[config.mk]
export PLATFORM = sky130hd
export DESIGN_NAME = mtf_timer
export DESIGN_NICKNAME = d
export VERILOG_FILES = /design/src/hdl/mtf_pkg.sv /design/src/hdl/mtf_chan_if.sv /design/src/hdl/mtf_channel.sv /design/src/hdl/mtf_timer.sv
export SDC_FILE = /design/constraint.sdc
export NUM_CORES = 1
export LEC_CHECK = 0
export ABC_CLOCK_PERIOD_IN_PS = 8300
export CORE_UTILIZATION = 30
export CTS_BUF_LIST = sky130_fd_sc_hd__clkbuf_8
export DETAILED_ROUTE_END_ITERATION = 10
export DONT_BUFFER_PORTS = 1
export SLEW_MARGIN = 20
export SYNTH_ARGS = -nofsm -noshare
export SYNTH_HDL_FRONTEND = slang
export SYNTH_HIERARCHICAL = 1
export SYNTH_SLANG_ARGS = --single-unit
[constraint.sdc]
create_clock -name clock -period 8.3 [get_ports clock]
set_input_delay 0 -clock clock [delete_from_list [all_inputs] [get_ports clock]]
set_output_delay 0 -clock clock [all_outputs]
set_load 0.1 [all_outputs]
[src/hdl/mtf_pkg.sv]
// Purpose: Shared constants and types of the multi-channel timer
// Assumes: 32-bit classic Wishbone slave, byte addresses
// Notes: Counter held at 32 bits, masked to the variant width
package mtf_pkg;

  localparam int MTF_NCH = 4;
  localparam int MTF_CNT_W = 32;
  localparam int MTF_PSC_W = 16;
  localparam int MTF_DT_W = 8;
  localparam int MTF_FLD_W = 8;

  // Register byte offsets
  localparam logic [7:0] MTF_OFF_CTRL = 8'h00;
  localparam logic [7:0] MTF_OFF_PSC = 8'h04;
  localparam logic [7:0] MTF_OFF_ARR = 8'h08;
  localparam logic [7:0] MTF_OFF_CNT = 8'h0c;
  localparam logic [7:0] MTF_OFF_STAT = 8'h10;
  localparam logic [7:0] MTF_OFF_MASK = 8'h14;
  localparam logic [7:0] MTF_OFF_DEAD = 8'h18;
  localparam logic [7:0] MTF_OFF_CHCFG = 8'h1c;
  localparam logic [7:0] MTF_OFF_CCR0 = 8'h20;
  localparam logic [7:0] MTF_OFF_DMAEN = 8'h30;
  localparam logic [7:0] MTF_CCR_STEP = 8'h04;

  // Control fields
  localparam int MTF_CTRL_EN = 0;
  localparam int MTF_CTRL_DIR_LSB = 1;
  localparam int MTF_CTRL_OPM = 3;
  localparam int MTF_CTRL_ENC = 4;
  localparam int MTF_CTRL_HALL = 5;
  localparam int MTF_CTRL_TSTART = 6;
  localparam int MTF_CTRL_TRST = 7;
  localparam int MTF_CTRL_OUTEN = 8;
  localparam int MTF_CTRL_W = 9;

  // Status, mask and DMA enable layout
  localparam int MTF_ST_UPD = 0;
  localparam int MTF_ST_CH_LSB = 1;
  localparam int MTF_ST_W = 5;

  // Channel configuration field layout
  localparam int MTF_CF_MODE_LSB = 0;
  localparam int MTF_CF_EDGE = 2;
  localparam int MTF_CF_COMP = 3;

  // Reset value and width masks
  localparam logic [MTF_CNT_W-1:0] MTF_ARR_RST = 32'h0000ffff;
  localparam logic [MTF_CNT_W-1:0] MTF_W16_MASK = 32'h0000ffff;
  localparam logic [MTF_CNT_W-1:0] MTF_W32_MASK = 32'hffffffff;

  typedef enum logic [1:0] {
    MTF_ADV = 2'b00,
    MTF_WIDE = 2'b01,
    MTF_NARROW = 2'b10,
    MTF_BASIC = 2'b11
  } mtf_var_t;

  typedef enum logic [1:0] {
    MTF_CM_UP = 2'b00,
    MTF_CM_DN = 2'b01,
    MTF_CM_CTR = 2'b10,
    MTF_CM_RSV = 2'b11
  } mtf_cmode_t;

  typedef enum logic [1:0] {
    MTF_CH_OFF = 2'b00,
    MTF_CH_CAP = 2'b01,
    MTF_CH_CMP = 2'b10,
    MTF_CH_PWM = 2'b11
  } mtf_chmode_t;

  typedef enum logic {
    MTF_GO_UP = 1'b0,
    MTF_GO_DN = 1'b1
  } mtf_dir_t;

endpackage

[src/hdl/mtf_chan_if.sv]
// Purpose: Link between the timer core and one channel
// Assumes: Single clock domain
// Notes: Core drives configuration, channel drives results
`timescale 1ns/1ps
interface mtf_chan_if;
  import mtf_pkg::*;
  logic [MTF_CNT_W-1:0] cnt;
  logic [MTF_CNT_W-1:0] ccr;
  mtf_chmode_t mode;
  logic cap_fall;
  logic comp_en;
  logic [MTF_DT_W-1:0] dead;
  logic tick;
  logic halt;
  logic cap_in;
  logic evt;
  logic cap_hit;
  logic [MTF_CNT_W-1:0] cap_val;
  logic out_p;
  logic out_n;
  modport core (output cnt, ccr, mode, cap_fall, comp_en, dead, tick,
    halt, cap_in, input evt, cap_hit, cap_val, out_p, out_n);
  modport chan (input cnt, ccr, mode, cap_fall, comp_en, dead, tick,
    halt, cap_in, output evt, cap_hit, cap_val, out_p, out_n);
endinterface

[src/hdl/mtf_channel.sv]
// Purpose: One capture/compare/PWM channel with dead time
// Assumes: Capture pin synchronous to the clock
// Notes: Outputs are low while halted
`timescale 1ns/1ps
module mtf_channel
(
  input wire logic clock,
  input wire logic rst,
  mtf_chan_if.chan ch
);
  import mtf_pkg::*;

  logic cap_prev_q;
  logic toggle_q;
  logic ref_q;
  logic ref_d;
  logic [MTF_DT_W-1:0] dt_q;
  logic cap_edge;
  logic match;

  assign cap_edge = ch.cap_fall ? (cap_prev_q & ~ch.cap_in)
                                : (~cap_prev_q & ch.cap_in);
  assign match = ch.tick && (ch.cnt == ch.ccr);

  // Reference waveform per mode
  always_comb
  begin
    case (ch.mode)
      MTF_CH_PWM: ref_d = (ch.cnt < ch.ccr);
      MTF_CH_CMP: ref_d = toggle_q;
      default: ref_d = 1'b0;
    endcase
  end

  always_ff @(posedge clock or posedge rst)
  begin
    if (rst)
    begin
      cap_prev_q <= 1'b0;
      ch.cap_hit <= 1'b0;
      ch.cap_val <= '0;
    end
    else
    begin
      cap_prev_q <= ch.cap_in;
      ch.cap_hit <= (ch.mode == MTF_CH_CAP) && cap_edge;
      if ((ch.mode == MTF_CH_CAP) && cap_edge)
      begin
        ch.cap_val <= ch.cnt;
      end
    end
  end

  // Compare toggle and channel event
  always_ff @(posedge clock or posedge rst)
  begin
    if (rst)
    begin
      toggle_q <= 1'b0;
      ch.evt <= 1'b0;
    end
    else
    begin
      if ((ch.mode == MTF_CH_CMP) && match)
      begin
        toggle_q <= ~toggle_q;
      end
      ch.evt <= ((ch.mode == MTF_CH_CAP) && cap_edge) ||
                ((ch.mode != MTF_CH_CAP) && (ch.mode != MTF_CH_OFF) &&
                 match);
    end
  end

  // Dead time between complementary edges
  always_ff @(posedge clock or posedge rst)
  begin
    if (rst)
    begin
      ref_q <= 1'b0;
      dt_q <= '0;
    end
    else
    begin
      ref_q <= ref_d;
      if (ref_d != ref_q)
      begin
        dt_q <= ch.dead;
      end
      else if (dt_q != '0)
      begin
        dt_q <= dt_q - 1'b1;
      end
    end
  end

  always_ff @(posedge clock or posedge rst)
  begin
    if (rst)
    begin
      ch.out_p <= 1'b0;
      ch.out_n <= 1'b0;
    end
    else if (ch.halt)
    begin
      ch.out_p <= 1'b0;
      ch.out_n <= 1'b0;
    end
    else if (ch.comp_en)
    begin
      ch.out_p <= ref_q && (dt_q == '0);
      ch.out_n <= !ref_q && (dt_q == '0);
    end
    else
    begin
      ch.out_p <= ref_q;
      ch.out_n <= 1'b0;
    end
  end

endmodule // mtf_channel

[src/hdl/mtf_timer.sv]
// Purpose: Prescaled auto-reload timer with four channels
// Assumes: Classic Wishbone, pins synchronous to clock
// Notes: VARIANT picks advanced, wide, narrow or basic class
//
// Function
// - Advanced: 16-bit counter, four complementary channels
// - Channel modes: capture, compare, PWM; single pulse by the control OPM bit
// - Dead time between complementary output edges
// - PWM duty from zero to full
// - Debug halt freezes counter, disables PWM
// - Up, down, center counting; prescale 1..65536
// - Wide variant: 32-bit counter, four channels
// - Narrow variant: 16-bit counter, four channels
// - Auto-reload at limit, keep counting
// - Trigger link in and out between timers
// - Quadrature encoder and Hall sensor counting
// - Own DMA request output per timer
// - Usable as PWM source or plain counter
// - Advanced behaves as narrow timer too
// - Basic: 16-bit up counter only, stops in debug
`timescale 1ns/1ps
module mtf_timer
#(
  parameter mtf_pkg::mtf_var_t VARIANT = mtf_pkg::MTF_ADV
)
(
  input wire logic clock,
  input wire logic rst,
  input wire logic wb_cyc_i,
  input wire logic wb_stb_i,
  input wire logic wb_we_i,
  input wire logic [7:0] wb_adr_i,
  input wire logic [3:0] wb_sel_i,
  input wire logic [31:0] wb_dat_i,
  output logic [31:0] wb_dat_o,
  output logic wb_ack_o,
  input wire logic [mtf_pkg::MTF_NCH-1:0] cap_in,
  input wire logic enc_a,
  input wire logic enc_b,
  input wire logic [3:0] hall,
  input wire logic trig_in,
  input wire logic debug_halt,
  output logic [mtf_pkg::MTF_NCH-1:0] pwm_p,
  output logic [mtf_pkg::MTF_NCH-1:0] pwm_n,
  output logic trig_out,
  output logic dma_req,
  output logic irq
);
  import mtf_pkg::*;

  localparam logic [MTF_CNT_W-1:0] WMASK =
    (VARIANT == MTF_WIDE) ? MTF_W32_MASK : MTF_W16_MASK;
  localparam logic IS_BASIC = (VARIANT == MTF_BASIC);
  localparam logic IS_ADV = (VARIANT == MTF_ADV);

  logic [MTF_CTRL_W-1:0] ctrl_q;
  logic [MTF_PSC_W-1:0] psc_q;
  logic [MTF_PSC_W-1:0] psc_cnt_q;
  logic [MTF_CNT_W-1:0] arr_q;
  logic [MTF_CNT_W-1:0] cnt_q;
  logic [MTF_CNT_W-1:0] cnt_d;
  mtf_dir_t dir_q;
  mtf_dir_t dir_d;
  logic [MTF_ST_W-1:0] stat_q;
  logic [MTF_ST_W-1:0] stat_d;
  logic [MTF_ST_W-1:0] mask_q;
  logic [MTF_ST_W-1:0] dmaen_q;
  logic [MTF_DT_W-1:0] dead_q;
  logic [MTF_NCH*MTF_FLD_W-1:0] chcfg_q;
  logic [MTF_CNT_W-1:0] ccr_q [MTF_NCH];
  logic [MTF_NCH-1:0] ch_evt;
  logic [MTF_ST_W-1:0] ev_set;
  logic ea_q;
  logic eb_q;
  logic [3:0] hall_q;
  logic [31:0] rd_data;
  logic acc;
  logic wr;
  logic run;
  logic psc_tick;
  logic enc_edge;
  logic enc_up;
  logic hall_edge;
  logic step;
  logic upd;
  logic trig_rst;
  logic [MTF_CNT_W-1:0] arr_eff;
  mtf_cmode_t cmode;

  function automatic logic [31:0] merge(input logic [31:0] old_v,
    input logic [31:0] new_v, input logic [3:0] sel);
    logic [31:0] r;
    r = old_v;
    for (int i = 0; i < 4; i++)
    begin
      if (sel[i])
      begin
        r[8*i +: 8] = new_v[8*i +: 8];
      end
    end
    return r;
  endfunction

  // Wishbone strobes
  assign acc = wb_cyc_i && wb_stb_i && !wb_ack_o;
  assign wr = acc && wb_we_i;

  always_ff @(posedge clock or posedge rst)
  begin
    if (rst)
    begin
      wb_ack_o <= 1'b0;
      wb_dat_o <= '0;
    end
    else
    begin
      wb_ack_o <= acc;
      wb_dat_o <= acc ? rd_data : '0;
    end
  end

  // Counting mode; basic class only counts up
  assign cmode = IS_BASIC ? MTF_CM_UP
    : mtf_cmode_t'(ctrl_q[MTF_CTRL_DIR_LSB +: 2]);
  assign arr_eff = arr_q & WMASK;
  assign run = ctrl_q[MTF_CTRL_EN];

  // Prescaler divides by psc + 1
  assign psc_tick = run && !debug_halt && (psc_cnt_q == psc_q);

  always_ff @(posedge clock or posedge rst)
  begin
    if (rst)
    begin
      psc_cnt_q <= '0;
    end
    else if (!run || psc_tick)
    begin
      psc_cnt_q <= '0;
    end
    else if (!debug_halt)
    begin
      psc_cnt_q <= psc_cnt_q + 1'b1;
    end
  end

  // Encoder and Hall edge sensing
  always_ff @(posedge clock or posedge rst)
  begin
    if (rst)
    begin
      ea_q <= 1'b0;
      eb_q <= 1'b0;
      hall_q <= '0;
    end
    else
    begin
      ea_q <= enc_a;
      eb_q <= enc_b;
      hall_q <= hall;
    end
  end

  assign enc_edge = (enc_a ^ ea_q) | (enc_b ^ eb_q);
  assign enc_up = ea_q ^ enc_b;
  assign hall_edge = (hall != hall_q);

  always_comb
  begin
    if (!run || debug_halt)
    begin
      step = 1'b0;
    end
    else if (!IS_BASIC && ctrl_q[MTF_CTRL_ENC])
    begin
      step = enc_edge;
    end
    else if (!IS_BASIC && ctrl_q[MTF_CTRL_HALL])
    begin
      step = hall_edge;
    end
    else
    begin
      step = psc_tick;
    end
  end

  assign trig_rst = !IS_BASIC && trig_in && ctrl_q[MTF_CTRL_TRST];

  // Next count and update event
  always_comb
  begin
    cnt_d = cnt_q;
    dir_d = dir_q;
    upd = 1'b0;
    if (trig_rst)
    begin
      cnt_d = '0;
      dir_d = MTF_GO_UP;
    end
    else if (step && !IS_BASIC && ctrl_q[MTF_CTRL_ENC])
    begin
      if (enc_up)
      begin
        cnt_d = (cnt_q >= arr_eff) ? '0 : ((cnt_q + 1'b1) & WMASK);
      end
      else
      begin
        cnt_d = (cnt_q == '0) ? arr_eff : ((cnt_q - 1'b1) & WMASK);
      end
    end
    else if (step)
    begin
      case (cmode)
        MTF_CM_DN:
        begin
          if (cnt_q == '0)
          begin
            cnt_d = arr_eff;
            upd = 1'b1;
          end
          else
          begin
            cnt_d = (cnt_q - 1'b1) & WMASK;
          end
        end
        MTF_CM_CTR:
        begin
          if (dir_q == MTF_GO_UP && cnt_q >= arr_eff)
          begin
            dir_d = MTF_GO_DN;
            cnt_d = (arr_eff == '0) ? '0 : ((arr_eff - 1'b1) & WMASK);
            upd = 1'b1;
          end
          else if (dir_q == MTF_GO_DN && cnt_q == '0)
          begin
            dir_d = MTF_GO_UP;
            cnt_d = (arr_eff == '0) ? '0 : 32'h1;
            upd = 1'b1;
          end
          else if (dir_q == MTF_GO_UP)
          begin
            cnt_d = (cnt_q + 1'b1) & WMASK;
          end
          else
          begin
            cnt_d = (cnt_q - 1'b1) & WMASK;
          end
        end
        default:
        begin
          if (cnt_q >= arr_eff)
          begin
            cnt_d = '0;
            upd = 1'b1;
          end
          else
          begin
            cnt_d = (cnt_q + 1'b1) & WMASK;
          end
        end
      endcase
    end
  end

  always_ff @(posedge clock or posedge rst)
  begin
    if (rst)
    begin
      cnt_q <= '0;
      dir_q <= MTF_GO_UP;
    end
    else if (wr && wb_adr_i == MTF_OFF_CNT)
    begin
      cnt_q <= merge(cnt_q, wb_dat_i, wb_sel_i) & WMASK;
    end
    else
    begin
      cnt_q <= cnt_d;
      dir_q <= dir_d;
    end
  end

  // Control; single pulse stops on update, trigger may start
  always_ff @(posedge clock or posedge rst)
  begin
    if (rst)
    begin
      ctrl_q <= '0;
    end
    else
    begin
      if (wr && wb_adr_i == MTF_OFF_CTRL)
      begin
        ctrl_q <= MTF_CTRL_W'(merge(32'(ctrl_q), wb_dat_i, wb_sel_i));
      end
      else if (upd && ctrl_q[MTF_CTRL_OPM])
      begin
        ctrl_q[MTF_CTRL_EN] <= 1'b0;
      end
      else if (!IS_BASIC && trig_in && ctrl_q[MTF_CTRL_TSTART])
      begin
        ctrl_q[MTF_CTRL_EN] <= 1'b1;
      end
    end
  end

  // Plain configuration registers
  always_ff @(posedge clock or posedge rst)
  begin
    if (rst)
    begin
      psc_q <= '0;
      arr_q <= MTF_ARR_RST;
      mask_q <= '0;
      dmaen_q <= '0;
      dead_q <= '0;
      chcfg_q <= '0;
    end
    else if (wr)
    begin
      case (wb_adr_i)
        MTF_OFF_PSC:
          psc_q <= MTF_PSC_W'(merge(32'(psc_q), wb_dat_i, wb_sel_i));
        MTF_OFF_ARR:
          arr_q <= merge(arr_q, wb_dat_i, wb_sel_i) & WMASK;
        MTF_OFF_MASK:
          mask_q <= MTF_ST_W'(merge(32'(mask_q), wb_dat_i, wb_sel_i));
        MTF_OFF_DMAEN:
          dmaen_q <= MTF_ST_W'(merge(32'(dmaen_q), wb_dat_i, wb_sel_i));
        MTF_OFF_DEAD:
          dead_q <= MTF_DT_W'(merge(32'(dead_q), wb_dat_i, wb_sel_i));
        MTF_OFF_CHCFG:
          chcfg_q <= merge(chcfg_q, wb_dat_i, wb_sel_i);
        default:
          dead_q <= dead_q;
      endcase
    end
  end

  // Channels; all forced to off mode in the basic class
  generate
    for (genvar g = 0; g < MTF_NCH; g++)
    begin : g_ch
      mtf_chan_if chif ();
      localparam logic [7:0] OFF = MTF_OFF_CCR0 + 8'(g) * MTF_CCR_STEP;

      assign chif.cnt = cnt_q;
      assign chif.ccr = ccr_q[g];
      assign chif.mode = IS_BASIC ? MTF_CH_OFF
        : mtf_chmode_t'(chcfg_q[g*MTF_FLD_W+MTF_CF_MODE_LSB +: 2]);
      assign chif.cap_fall = chcfg_q[g*MTF_FLD_W+MTF_CF_EDGE];
      assign chif.comp_en = IS_ADV && chcfg_q[g*MTF_FLD_W+MTF_CF_COMP];
      assign chif.dead = dead_q;
      assign chif.tick = step;
      assign chif.halt = debug_halt || !ctrl_q[MTF_CTRL_OUTEN];
      assign chif.cap_in = cap_in[g];
      assign ch_evt[g] = chif.evt;
      assign pwm_p[g] = chif.out_p;
      assign pwm_n[g] = chif.out_n;

      mtf_channel u_ch
      (
        .clock(clock),
        .rst(rst),
        .ch(chif.chan)
      );

      always_ff @(posedge clock or posedge rst)
      begin
        if (rst)
        begin
          ccr_q[g] <= '0;
        end
        else if (chif.cap_hit)
        begin
          ccr_q[g] <= chif.cap_val;
        end
        else if (wr && wb_adr_i == OFF)
        begin
          ccr_q[g] <= merge(ccr_q[g], wb_dat_i, wb_sel_i) & WMASK;
        end
      end
    end
  endgenerate

  // Sticky status, write one to clear, set wins
  assign ev_set = {ch_evt, upd};
  always_comb
  begin
    stat_d = stat_q;
    if (wr && wb_adr_i == MTF_OFF_STAT)
    begin
      stat_d = stat_q & ~(wb_sel_i[0] ? wb_dat_i[MTF_ST_W-1:0] : '0);
    end
    stat_d = stat_d | ev_set;
  end

  always_ff @(posedge clock or posedge rst)
  begin
    if (rst)
    begin
      stat_q <= '0;
      irq <= 1'b0;
      dma_req <= 1'b0;
      trig_out <= 1'b0;
    end
    else
    begin
      stat_q <= stat_d;
      irq <= |(stat_d & mask_q);
      dma_req <= |(ev_set & dmaen_q);
      trig_out <= upd;
    end
  end

  // Read multiplexer; unmapped reads return zero
  always_comb
  begin
    rd_data = '0;
    case (wb_adr_i)
      MTF_OFF_CTRL: rd_data = 32'(ctrl_q);
      MTF_OFF_PSC: rd_data = 32'(psc_q);
      MTF_OFF_ARR: rd_data = arr_q;
      MTF_OFF_CNT: rd_data = cnt_q;
      MTF_OFF_STAT: rd_data = 32'(stat_q);
      MTF_OFF_MASK: rd_data = 32'(mask_q);
      MTF_OFF_DEAD: rd_data = 32'(dead_q);
      MTF_OFF_CHCFG: rd_data = chcfg_q;
      MTF_OFF_DMAEN: rd_data = 32'(dmaen_q);
      default:
      begin
        for (int i = 0; i < MTF_NCH; i++)
        begin
          if (wb_adr_i == MTF_OFF_CCR0 + 8'(i) * MTF_CCR_STEP)
          begin
            rd_data = ccr_q[i];
          end
        end
      end
    endcase
  end

endmodule // mtf_timer

==> impl_summary.md, run 1 <==
Run status
The run finished with clean final reports.

Setup path
Of all nets on the critical path, the largest fanout is 5. The required time of the critical path is 8.89 ns. The data arrival time at the worst-slack endpoint is 4.47 ns.

The endpoint type of the worst setup path is a flip-flop. The slack of the worst reg-to-reg path is 4.42 ns. The number of cells on the worst reg-to-reg path is 9.

In this run the critical register-to-register path is captured at irq$_DFF_PP0_. The startpoint type of the worst setup path is a flip-flop. The startpoint identified for the worst register-to-register timing path is wb_ack_o$_DFF_PP0_.

The critical path class is flip-flop to flip-flop.

Synth
The number of flops mapped to enable cells by yosys is 0. Of the post-synthesis cell area, the part taken by muxes is 0.129. Of the total synthesized cell area, the portion taken by XOR and XNOR cells is 0.0303.

For this run, the number of Yosys warnings is 6. The dominant register cell in the synthesized netlist is sky130_fd_sc_hd__dfrtp_1. Of the synthesized area, sequential elements account for 0.444.

In this run the mean area of a mapped cell was 10.5 um2. After synthesis, the share of flip-flops with an asynchronous set or reset is 1.00. The area fraction in and, or, nand and nor cells after synthesis is 0.116.

The synthesized-area fraction occupied by ao, oa, aoi and oai cells was 0.163. After synthesis, the cell types taking the most area are sky130_fd_sc_hd__dfrtp_1 (43%), sky130_fd_sc_hd__mux2_2 (8.6%), sky130_fd_sc_hd__ha_1 (7.1%). The fraction of synthesized cell area taken by the top area cell type is 0.429.

The cell type with the largest total area after synthesis is sky130_fd_sc_hd__dfrtp_1. The combinational family with the most area after synthesis is compound AO/OA/AOI/OAI gates. The cell area after synthesis is 27500 um2.

The synthesized design contains 487 register bits. After technology mapping, the gate count stands at 2618. The number of distinct standard cells referenced by the synthesized netlist is 94.

The synthesized-area fraction occupied by adder cells is 0.0710.

Timing
The count of final max-slew check failures came to 0. The fraction of the cycle the final worst path needs is 0.468. For the finished layout, the period the worst path requires is 3.88 ns.

Setup total negative slack on the finished layout was measured at 0 ns. The clock skew after layout is 0.0608 ns. For this run, the top clock speed supported by timing is 258 MHz. The number of failing hold endpoints at the final stage is 0. In the post-route analysis, the smallest setup slack over all paths is 4.42 ns.

At the pin with the least slew margin, the transition time is 1.14 ns. Setup violations remaining at the end of the flow were counted as 0. The worst relative slew slack is 0.238. Setup repair after global routing left no endpoint under its margin.

Floorplan
The core region area is 90400 um2. Measured along the x axis, the die boundary spans 305 um. The area enclosed by the die boundary is 92800 um2. The number of top-level pins is 105. The overall die height is 305 um. The standard-cell row count is 110. The effective utilization at floorplan is 0.304.

Place
At the end of routability-driven placement, the weighted congestion stood at 0.970. The setup slack at placement is 4.70 ns. Port buffering added 0 buffers. The wire-length estimate of the detail-placed layout is 63.0 mm.

Global routing
The via count of the first global-routing pass was 21831. The first global-routing pass estimated 141 mm of wire. In the global route stage, overall resource usage came out at 0.200. The remaining global-route overflow is 0. The initial antenna violation count was 5. The pin count of the biggest net entering global routing is 139.

Pwr
IR analysis of the VDD net gives a maximum drop of 0.109 mV. The sum of internal, switching and leakage power is 5.78 mW. The leakage power summed over all cells is 14.7 nW.

For this design the ratio of total power to cell area is 181 nW/um2.

Detailed routing
The detailed-router iteration count before antenna repair is 7. The number of remaining DRC errors is 0. The average detailed-routed wire length per instance is 22.7 um. The routed via count is 22014.

The routed wire length is 92.7 mm. The via density per instance is 5.39. The count of nets left with antenna violations once routing finished came out at 0. The violation count after the first detailed-route iteration is 1937.

Hold path
The endpoint of the worst hold-timing path is cnt_q[2]$_DFFE_PP0P_. The worst hold path belongs to the class input port to flip-flop. The worst hold path passes through 5 cells. The launch point of the worst hold path is wb_we_i.

Clock tree
The tree is rooted in a sky130_fd_sc_hd__clkbuf_8. The clock tree from TritonCTS is built. Counting the buffers created by CTS gives 87. The number of hold buffers added after CTS was 91. The number of buffers inserted to repair setup after CTS is 0. At the later pin of the worst-skew pair, clock insertion delay measures 0.73 ns. The count of instances resized after the clock tree is built is 0.

The clock-pin slew on the worst setup and hold paths is 0.06 ns. The clock tree synthesis step divided the H-tree into 3 levels. The number of sinks handled by clock tree synthesis is 487. The clock passes through at most 3 buffers.

Cells and area
In the final design database the tool counted 3062 nets. In the layout the commonest cells are sky130_fd_sc_hd__dfrtp_1 (468), sky130_fd_sc_hd__nand2_1 (224), sky130_fd_sc_hd__inv_1 (211), sky130_fd_sc_hd__mux2_2 (210), sky130_fd_sc_hd__ha_1 (156). Relative to the synthesized area, the layout overhead comes to 16.5%.

The number of filler cells placed in the layout is 9045. The fraction of layout cells with a size suffix above 1 is 0.181. The most frequent standard cell in the layout excluding fill and tap cells is sky130_fd_sc_hd__dfrtp_1.

Run
The tool flagged a number of max-cap violations equal to 0.
==> per-layer routing <==
metal / routed length [um] / GRT usage
met3: 7650 / 0.0423
met4: 2820 / 0.0667
met1: 39600 / 0.267
met2: 42600 / 0.319
met5: 41 / 0
==> sequential cells by signal, summed over array words and instances, names as in the netlist, 8 cells and up <==
signal	cells
dead_q	8
g_ch.u_ch/dt_q	32
psc_cnt_q	16
psc_q	16
ctrl_q	9
chcfg_q	32
cnt_q	16
g_ch.chif.ccr	128
g_ch.u_ch/ch.cap_val	128
wb_dat_o	32
arr_q	16
==> critical path, stage by stage, from the launching register on <==
cell and delay [ns]:
sky130_fd_sc_hd__dfrtp_1 0.73, sky130_fd_sc_hd__nand4b_1 0.46, sky130_fd_sc_hd__dlygate4sd3_1 0.68, sky130_fd_sc_hd__nor4_2 0.59
sky130_fd_sc_hd__nand2_1 0.14, sky130_fd_sc_hd__dlygate4sd3_1 0.61, sky130_fd_sc_hd__a21o_1 0.20, sky130_fd_sc_hd__a22oi_1 0.13
sky130_fd_sc_hd__nand2_1 0.09, sky130_fd_sc_hd__a21o_1 0.15
==> Yosys cell counts, types with 6 or more instances <==
cell type	count
sky130_fd_sc_hd__clkbuf_1	90
sky130_fd_sc_hd__buf_2	15
sky130_fd_sc_hd__buf_1	16
sky130_fd_sc_hd__or4_4	7
sky130_fd_sc_hd__a211oi_1	10
sky130_fd_sc_hd__a21boi_0	6
sky130_fd_sc_hd__dfstp_2	16
sky130_fd_sc_hd__nand4_1	49
sky130_fd_sc_hd__nor4_1	30
sky130_fd_sc_hd__mux2_2	210
sky130_fd_sc_hd__nor3b_1	13
sky130_fd_sc_hd__a21oi_2	8
sky130_fd_sc_hd__o311ai_0	9
sky130_fd_sc_hd__a222oi_1	32
sky130_fd_sc_hd__buf_4	8
sky130_fd_sc_hd__ha_1	156
sky130_fd_sc_hd__a31oi_1	28
sky130_fd_sc_hd__or4_1	11
sky130_fd_sc_hd__mux2i_1	75
sky130_fd_sc_hd__dfrtp_1	471
sky130_fd_sc_hd__nand2_1	224
sky130_fd_sc_hd__nand3_1	37
sky130_fd_sc_hd__a311oi_1	9
sky130_fd_sc_hd__mux2_4	28
sky130_fd_sc_hd__o31ai_1	6
sky130_fd_sc_hd__a221oi_1	27
sky130_fd_sc_hd__o211ai_1	13
sky130_fd_sc_hd__nor2_1	135
sky130_fd_sc_hd__o21a_1	6
sky130_fd_sc_hd__a22oi_1	34
sky130_fd_sc_hd__and3_1	19
sky130_fd_sc_hd__xnor2_1	56
sky130_fd_sc_hd__xor2_1	39
sky130_fd_sc_hd__nor3_1	42
sky130_fd_sc_hd__nor2b_1	14
sky130_fd_sc_hd__inv_1	193
sky130_fd_sc_hd__a22o_1	81
sky130_fd_sc_hd__a21o_1	13
sky130_fd_sc_hd__o21ai_0	133
sky130_fd_sc_hd__nand2b_1	17
sky130_fd_sc_hd__a21oi_1	103
==> per-stage QoR <==
stage	cells	util	hold WS, ns	cell area, um2
floorplan	2745	-	0.0314	28000
global placement	3841	0.325	-0.199	29300
detailed placement	3841	0.325	-0.197	29400
CTS	4080	0.354	0.0250	32000
global route	4081	0.354	0.102	32000
finish	4082	0.354	0.0960	32000
==> area by class of cell <==
type | count | area, um2 | area share
antenna | 2 | 5.00 | 0.000156
clock buffer | 103 | 1420 | 0.0443
clock inverter | 45 | 293 | 0.00915
inverter | 194 | 736 | 0.0230
multi-input combinational | 1933 | 14600 | 0.455
sequential | 487 | 12200 | 0.382
tap | 1176 | 1470 | 0.0460
timing repair buffer | 142 | 1310 | 0.0408
==> where the power goes <==
part	internal [mW]	total [mW]	switching, mW
Sequential	2.46	2.57	0.111
Clock	1.19	2.28	1.09
Combinational	0.369	0.929	0.559
Total	4.03	5.78	1.76
==> logic make-up (layout without fill, tap and decap cells) <==
family          Yosys count  after routing
mux                     313            313
fa+ha+maj               156            156
other cells               1            130
compound gates          598            598
simple gates            643            643
xor+xnor                 95             95
buf+inv                 325            484
flops                   487            487
==> worst max-delay path by stage <==
stage | start | slack (ns) | depth (start not counted) | end
finish | wb_ack_o$_DFF_PP0_ | 4.42 | 9 | irq$_DFF_PP0_
floorplan | rst | 0.07 | 1 | chcfg_q[0]$_DFFE_PP0P_
global route | wb_ack_o$_DFF_PP0_ | 4.27 | 9 | irq$_DFF_PP0_
detailed placement | cnt_q[15]$_DFFE_PP0P_ | 4.70 | 9 | ctrl_q[0]$_DFFE_PP0P_
CTS | wb_ack_o$_DFF_PP0_ | 4.48 | 9 | irq$_DFF_PP0_
global placement | cnt_q[13]$_DFFE_PP0P_ | 4.76 | 8 | cnt_q[11]$_DFFE_PP0P_
Power figures use the tool's default switching activity.
==> run 2, diff against run 1 <==
--- a/config.mk
+++ b/config.mk
@@ -5,7 +5,8 @@
 export SDC_FILE = /design/constraint.sdc
 export NUM_CORES = 1
 export LEC_CHECK = 0
-export ABC_CLOCK_PERIOD_IN_PS = 8300
+export ABC_AREA = 1
+export ABC_CLOCK_PERIOD_IN_PS = 3940
 export CORE_UTILIZATION = 30
 export CTS_BUF_LIST = sky130_fd_sc_hd__clkbuf_8
 export DETAILED_ROUTE_END_ITERATION = 10
==> constraint.sdc (replaced) <==
create_clock -name clock -period 3.94 [get_ports clock]
set_input_delay 0 -clock clock [delete_from_list [all_inputs] [get_ports clock]]
set_output_delay 0 -clock clock [all_outputs]
set_load 0.1 [all_outputs]
==> run 2 against run 1 <==
Compared with the run above:
- first-iteration DRC count increased by 38%
- worst hold slack got worse by 0.039 ns
- via count rose by 23%
- sequential power increased by 130%
- routed wire length rose by 15%
- core utilization hardly changed
- register-to-register slack worse by 3.5 ns
- cell count rose by 33%
- setup slack worse by 3.6 ns
- sequential cell count unchanged
- power grew to 2.7 times the previous value
- critical endpoint is now g_ch[2].chif.ccr[8]$_DFFE_PP0P_
==> impl_summary.md, run 2 <==
Run status
The flow ran to the end, and the final reports show no timing, DRC or antenna violations.

Timing
The top achievable clock speed is 320 MHz. The setup TNS was 0 ns (unchanged). The hold slack came to 0.0572 ns (-0.0388 ns). After layout, the minimum clock period comes to 3.13 ns.

The number of failing hold endpoints at the final stage is 0 (unchanged). The worst relative slew slack is 0.199 (-0.0388). The clock skew after layout is 0.0416 ns (-0.0192 ns). Setup repair after global routing left no endpoint under its margin. The total of endpoints with negative setup slack in the final report is 0 (unchanged). Dividing the final minimum period by the clock period gives 0.794. The pin slew with the least headroom to its limit is 1.17 ns (+0.0279 ns). The count of final max-slew check failures is 0 (unchanged).

Setup path
Counting stages on the worst path, the most repeated cell is sky130_fd_sc_hd__dlygate4sd3_1. The critical path class is input port to flip-flop. The required time of the critical path is 4.59 ns (-4.30 ns). The worst setup path is captured at a flip-flop. The data arrival time at the worst-slack endpoint is 3.77 ns (-0.70 ns). The biggest fanout along the worst timing path came to 11 (+6).

Walking the worst path, the cells encountered are dlygate4sd3_1 > nand2_1 > dlygate4sd3_1 > nor2_4 > nand2_4 > inv_1 > nand2_1 > nor2_1 > nand3_1 > dlygate4sd3_1 > nand3_1 > dlygate4sd3_1. The startpoint type of the worst setup path is an input port. The highest cell delay on the worst timing path was 0.72 ns (about the same). The slowest stage of the critical path belongs to the cell sky130_fd_sc_hd__dlygate4sd3_1.

Cells and area
The count of nets after finishing was 4311 (+41%). The most frequent standard cell in the layout excluding fill and tap cells is sky130_fd_sc_hd__nand2_1. Relative to the synthesized area, the layout overhead comes to 16.2%. The number of filler cells placed in the layout is 10064 (+11%). The fraction of layout cells with a size suffix above 1 is 0.0977 (-0.0831).

The top cell types in the final layout, fill and taps aside, are sky130_fd_sc_hd__nand2_1 (1301), sky130_fd_sc_hd__inv_1 (513), sky130_fd_sc_hd__dfrtp_1 (471), sky130_fd_sc_hd__o21ai_0 (220), sky130_fd_sc_hd__nor2_1 (215).

Clock tree
The clock-pin slew on the worst setup and hold paths came to 0.06 ns (about the same). The number of buffers created by CTS is 89 (+2.3%). The number of sinks handled by clock tree synthesis is 487 (unchanged). The clock insertion delay at the later pin of the skew report came to 0.74 ns (about the same). TritonCTS built the clock tree. CTS placed an instance of sky130_fd_sc_hd__clkbuf_8 at the clock tree root. The maximum buffer depth of the clock tree is 3 (unchanged). The CTS H-tree depth is 3 (unchanged).

Synth
The mean post-synth cell area is 7.55 um2 (-28%). The fraction of synthesized cell area taken by the top area cell type came to 0.405 (-0.0237). By area the synthesized netlist is led by sky130_fd_sc_hd__dfrtp_1 (41%), sky130_fd_sc_hd__nand2_1 (17%), sky130_fd_sc_hd__ha_1 (6.7%). The post-synthesis cell count was 3852 (+47%). The async set-or-reset flop fraction in the synthesized netlist was 1.00 (unchanged).

Among all cell types in the netlist, the one instantiated most often is sky130_fd_sc_hd__nand2_1. The number of flops mapped to enable cells by yosys came to 0 (unchanged). The cell area after synthesis is 29100 um2 (+5.8%).

The number of distinct standard cells referenced by the synthesized netlist is 63 (-33%). The total of warnings raised by yosys is 6 (unchanged). Sorting the synthesized cells by how often they occur yields sky130_fd_sc_hd__nand2_1 (1301), sky130_fd_sc_hd__inv_1 (487), sky130_fd_sc_hd__dfrtp_1 (471).

The flip-flop and latch count after synthesis was 487 (unchanged). The cell type with the largest total area after synthesis is sky130_fd_sc_hd__dfrtp_1. In the synthesized netlist the dominant register cell turns out to be sky130_fd_sc_hd__dfrtp_1. The sequential-to-total area share from yosys stat was 0.420 (-0.0245).

Floorplan
The standard-cell row count came to 113 (+2.7%). The area enclosed by the die boundary is 98200 um2 (+5.8%). The core region area is 95400 um2 (+5.5%). The number of top-level pins is 105 (unchanged). The width of the chip is 313 um (+2.9%). The effective utilization at floorplan came to 0.305 (+0.000853). The overall die height is 313 um (+2.9%).

Detailed routing
The number of routed nets with antenna violations is 0 (unchanged). The routed wire length was 107 mm (+15%). The detailed-router iteration count before antenna repair was 6 (-1).

The via density per instance was 4.97 (-7.8%). The number of remaining DRC errors is 0 (unchanged). The violation count after the first detailed-route iteration came to 2664 (+38%).

The routed via count is 27033 (+23%). The average detailed-routed wire length per instance came to 19.7 um (-13%).

Place
The routability congestion estimate came to 0.983 (+1.4%). The half-perimeter wire length after detailed placement was 76.9 mm (+22%). The count of buffers inserted at the top-level ports was 0 (unchanged).

Hold path
The class of the tightest hold or removal check is input port to flip-flop.

Pwr
The leakage power summed over all cells was 17.7 nW (+21%). The maximum resistive drop on vdd is 0.219 mV (+100%). The power per cell area was 455 nW/um2 (+150%).

Global routing
The initial antenna violation count is 11 (+6). The first-pass GRT wire length was 162 mm (+14%). The via count of the first global-routing pass is 26062 (+19%). The remaining global-route overflow was 0 (unchanged). The pin count of the biggest net entering global routing is 107 (-23%). The global-route usage over all layers is 0.217 (+0.0170).

Run
The max-cap check violation count was 0 (unchanged).
==> run 2: timing repair <==
item,4_1_cts,5_1_grt
setup endpoints to repair,0,0
hold endpoints to repair,814,0
buffers inserted,0,0
resized for setup,0,0
hold buffers,88,0
==> run 2: where the power goes <==
group	internal [mW]	switching [mW]
clock network	2.66	2.37
logic	1.53	2.95
registers	5.37	0.491
total	9.56	5.81
==> run 2: logic make-up after synthesis <==
| logic type | Yosys count | share of synthesized area |
|---|---|---|
| flip-flops | 487 | 0.420 |
| multiplexers | 16 | 0.00620 |
| buffers and inverters | 658 | 0.0892 |
| adder cells (fa/ha/maj) | 156 | 0.0671 |
| other | 1 | 0.000129 |
| AO/OA/AOI/OAI | 615 | 0.123 |
| XOR/XNOR | 71 | 0.0216 |
| AND/OR/NAND/NOR | 1848 | 0.273 |
==> run 2: path summary, 6_finish.rpt <==
| kind | start | to | slack (ns) | cells past startpoint |
|---|---|---|---|---|
| max in group asynchronous | rst | g_ch[1].chif.ccr[22]$_DFFE_PP0P_ | 2.25 | 4 |
| min | wb_adr_i[7] | dmaen_q[1]$_DFFE_PP0P_ | 0.06 | 7 |
| min in group asynchronous | rst | g_ch[0].chif.ccr[30]$_DFFE_PP0P_ | 0.57 | 3 |
| max reg2reg | cnt_q[0]$_DFFE_PP0P_ | cnt_q[12]$_DFFE_PP0P_ | 0.96 | 17 |
| max | wb_stb_i | g_ch[2].chif.ccr[8]$_DFFE_PP0P_ | 0.81 | 12 |
| min reg2reg | g_ch[1].u_ch/ch.cap_val[28]$_DFFE_PP0P_ | g_ch[1].u_ch/ch.cap_val[28]$_DFFE_PP0P_ | 0.48 | 2 |
==> run 2: cell type report <==
cell class	count	area (um2)	area share
flip-flops and latches	487	12200	0.361
repair buffers	152	1390	0.0410
diodes	9	22.5	0.000667
multi-input cells	2834	14800	0.437
clock inverters	52	312	0.00922
well taps	1265	1580	0.0468
clock buffers	110	1510	0.0448
inverters	530	1990	0.0590
==> run 2: stage by stage <==
step	power (mW)	std cells	utilization	setup slack, ns	cell area, um2
2_1_floorplan	8.84	3979	-	-0.0200	29600
3_3_place_gp	10.2	5180	0.325	1.12	31100
3_5_place_dp	10.2	5180	0.325	1.02	31100
4_1_cts	15.4	5430	0.354	0.908	33800
5_1_grt	16.3	5433	0.354	0.720	33800
6_report	15.4	5439	0.354	0.811	33800
==> run 2: metal layers <==
metal,vias to the layer above,track usage,part of all wire
li1,12683,-,-
met1,12943,0.299,0.44
met2,1144,0.334,0.44
met3,257,0.0381,0.084
met4,6,0.0887,0.039
met5,-,0,0.00034
==> run 2: worst max-delay path, delay by kind of cell <==
kind          cells  cell delay (ns)
simple gates      7             1.18
buf+inv           5             2.57
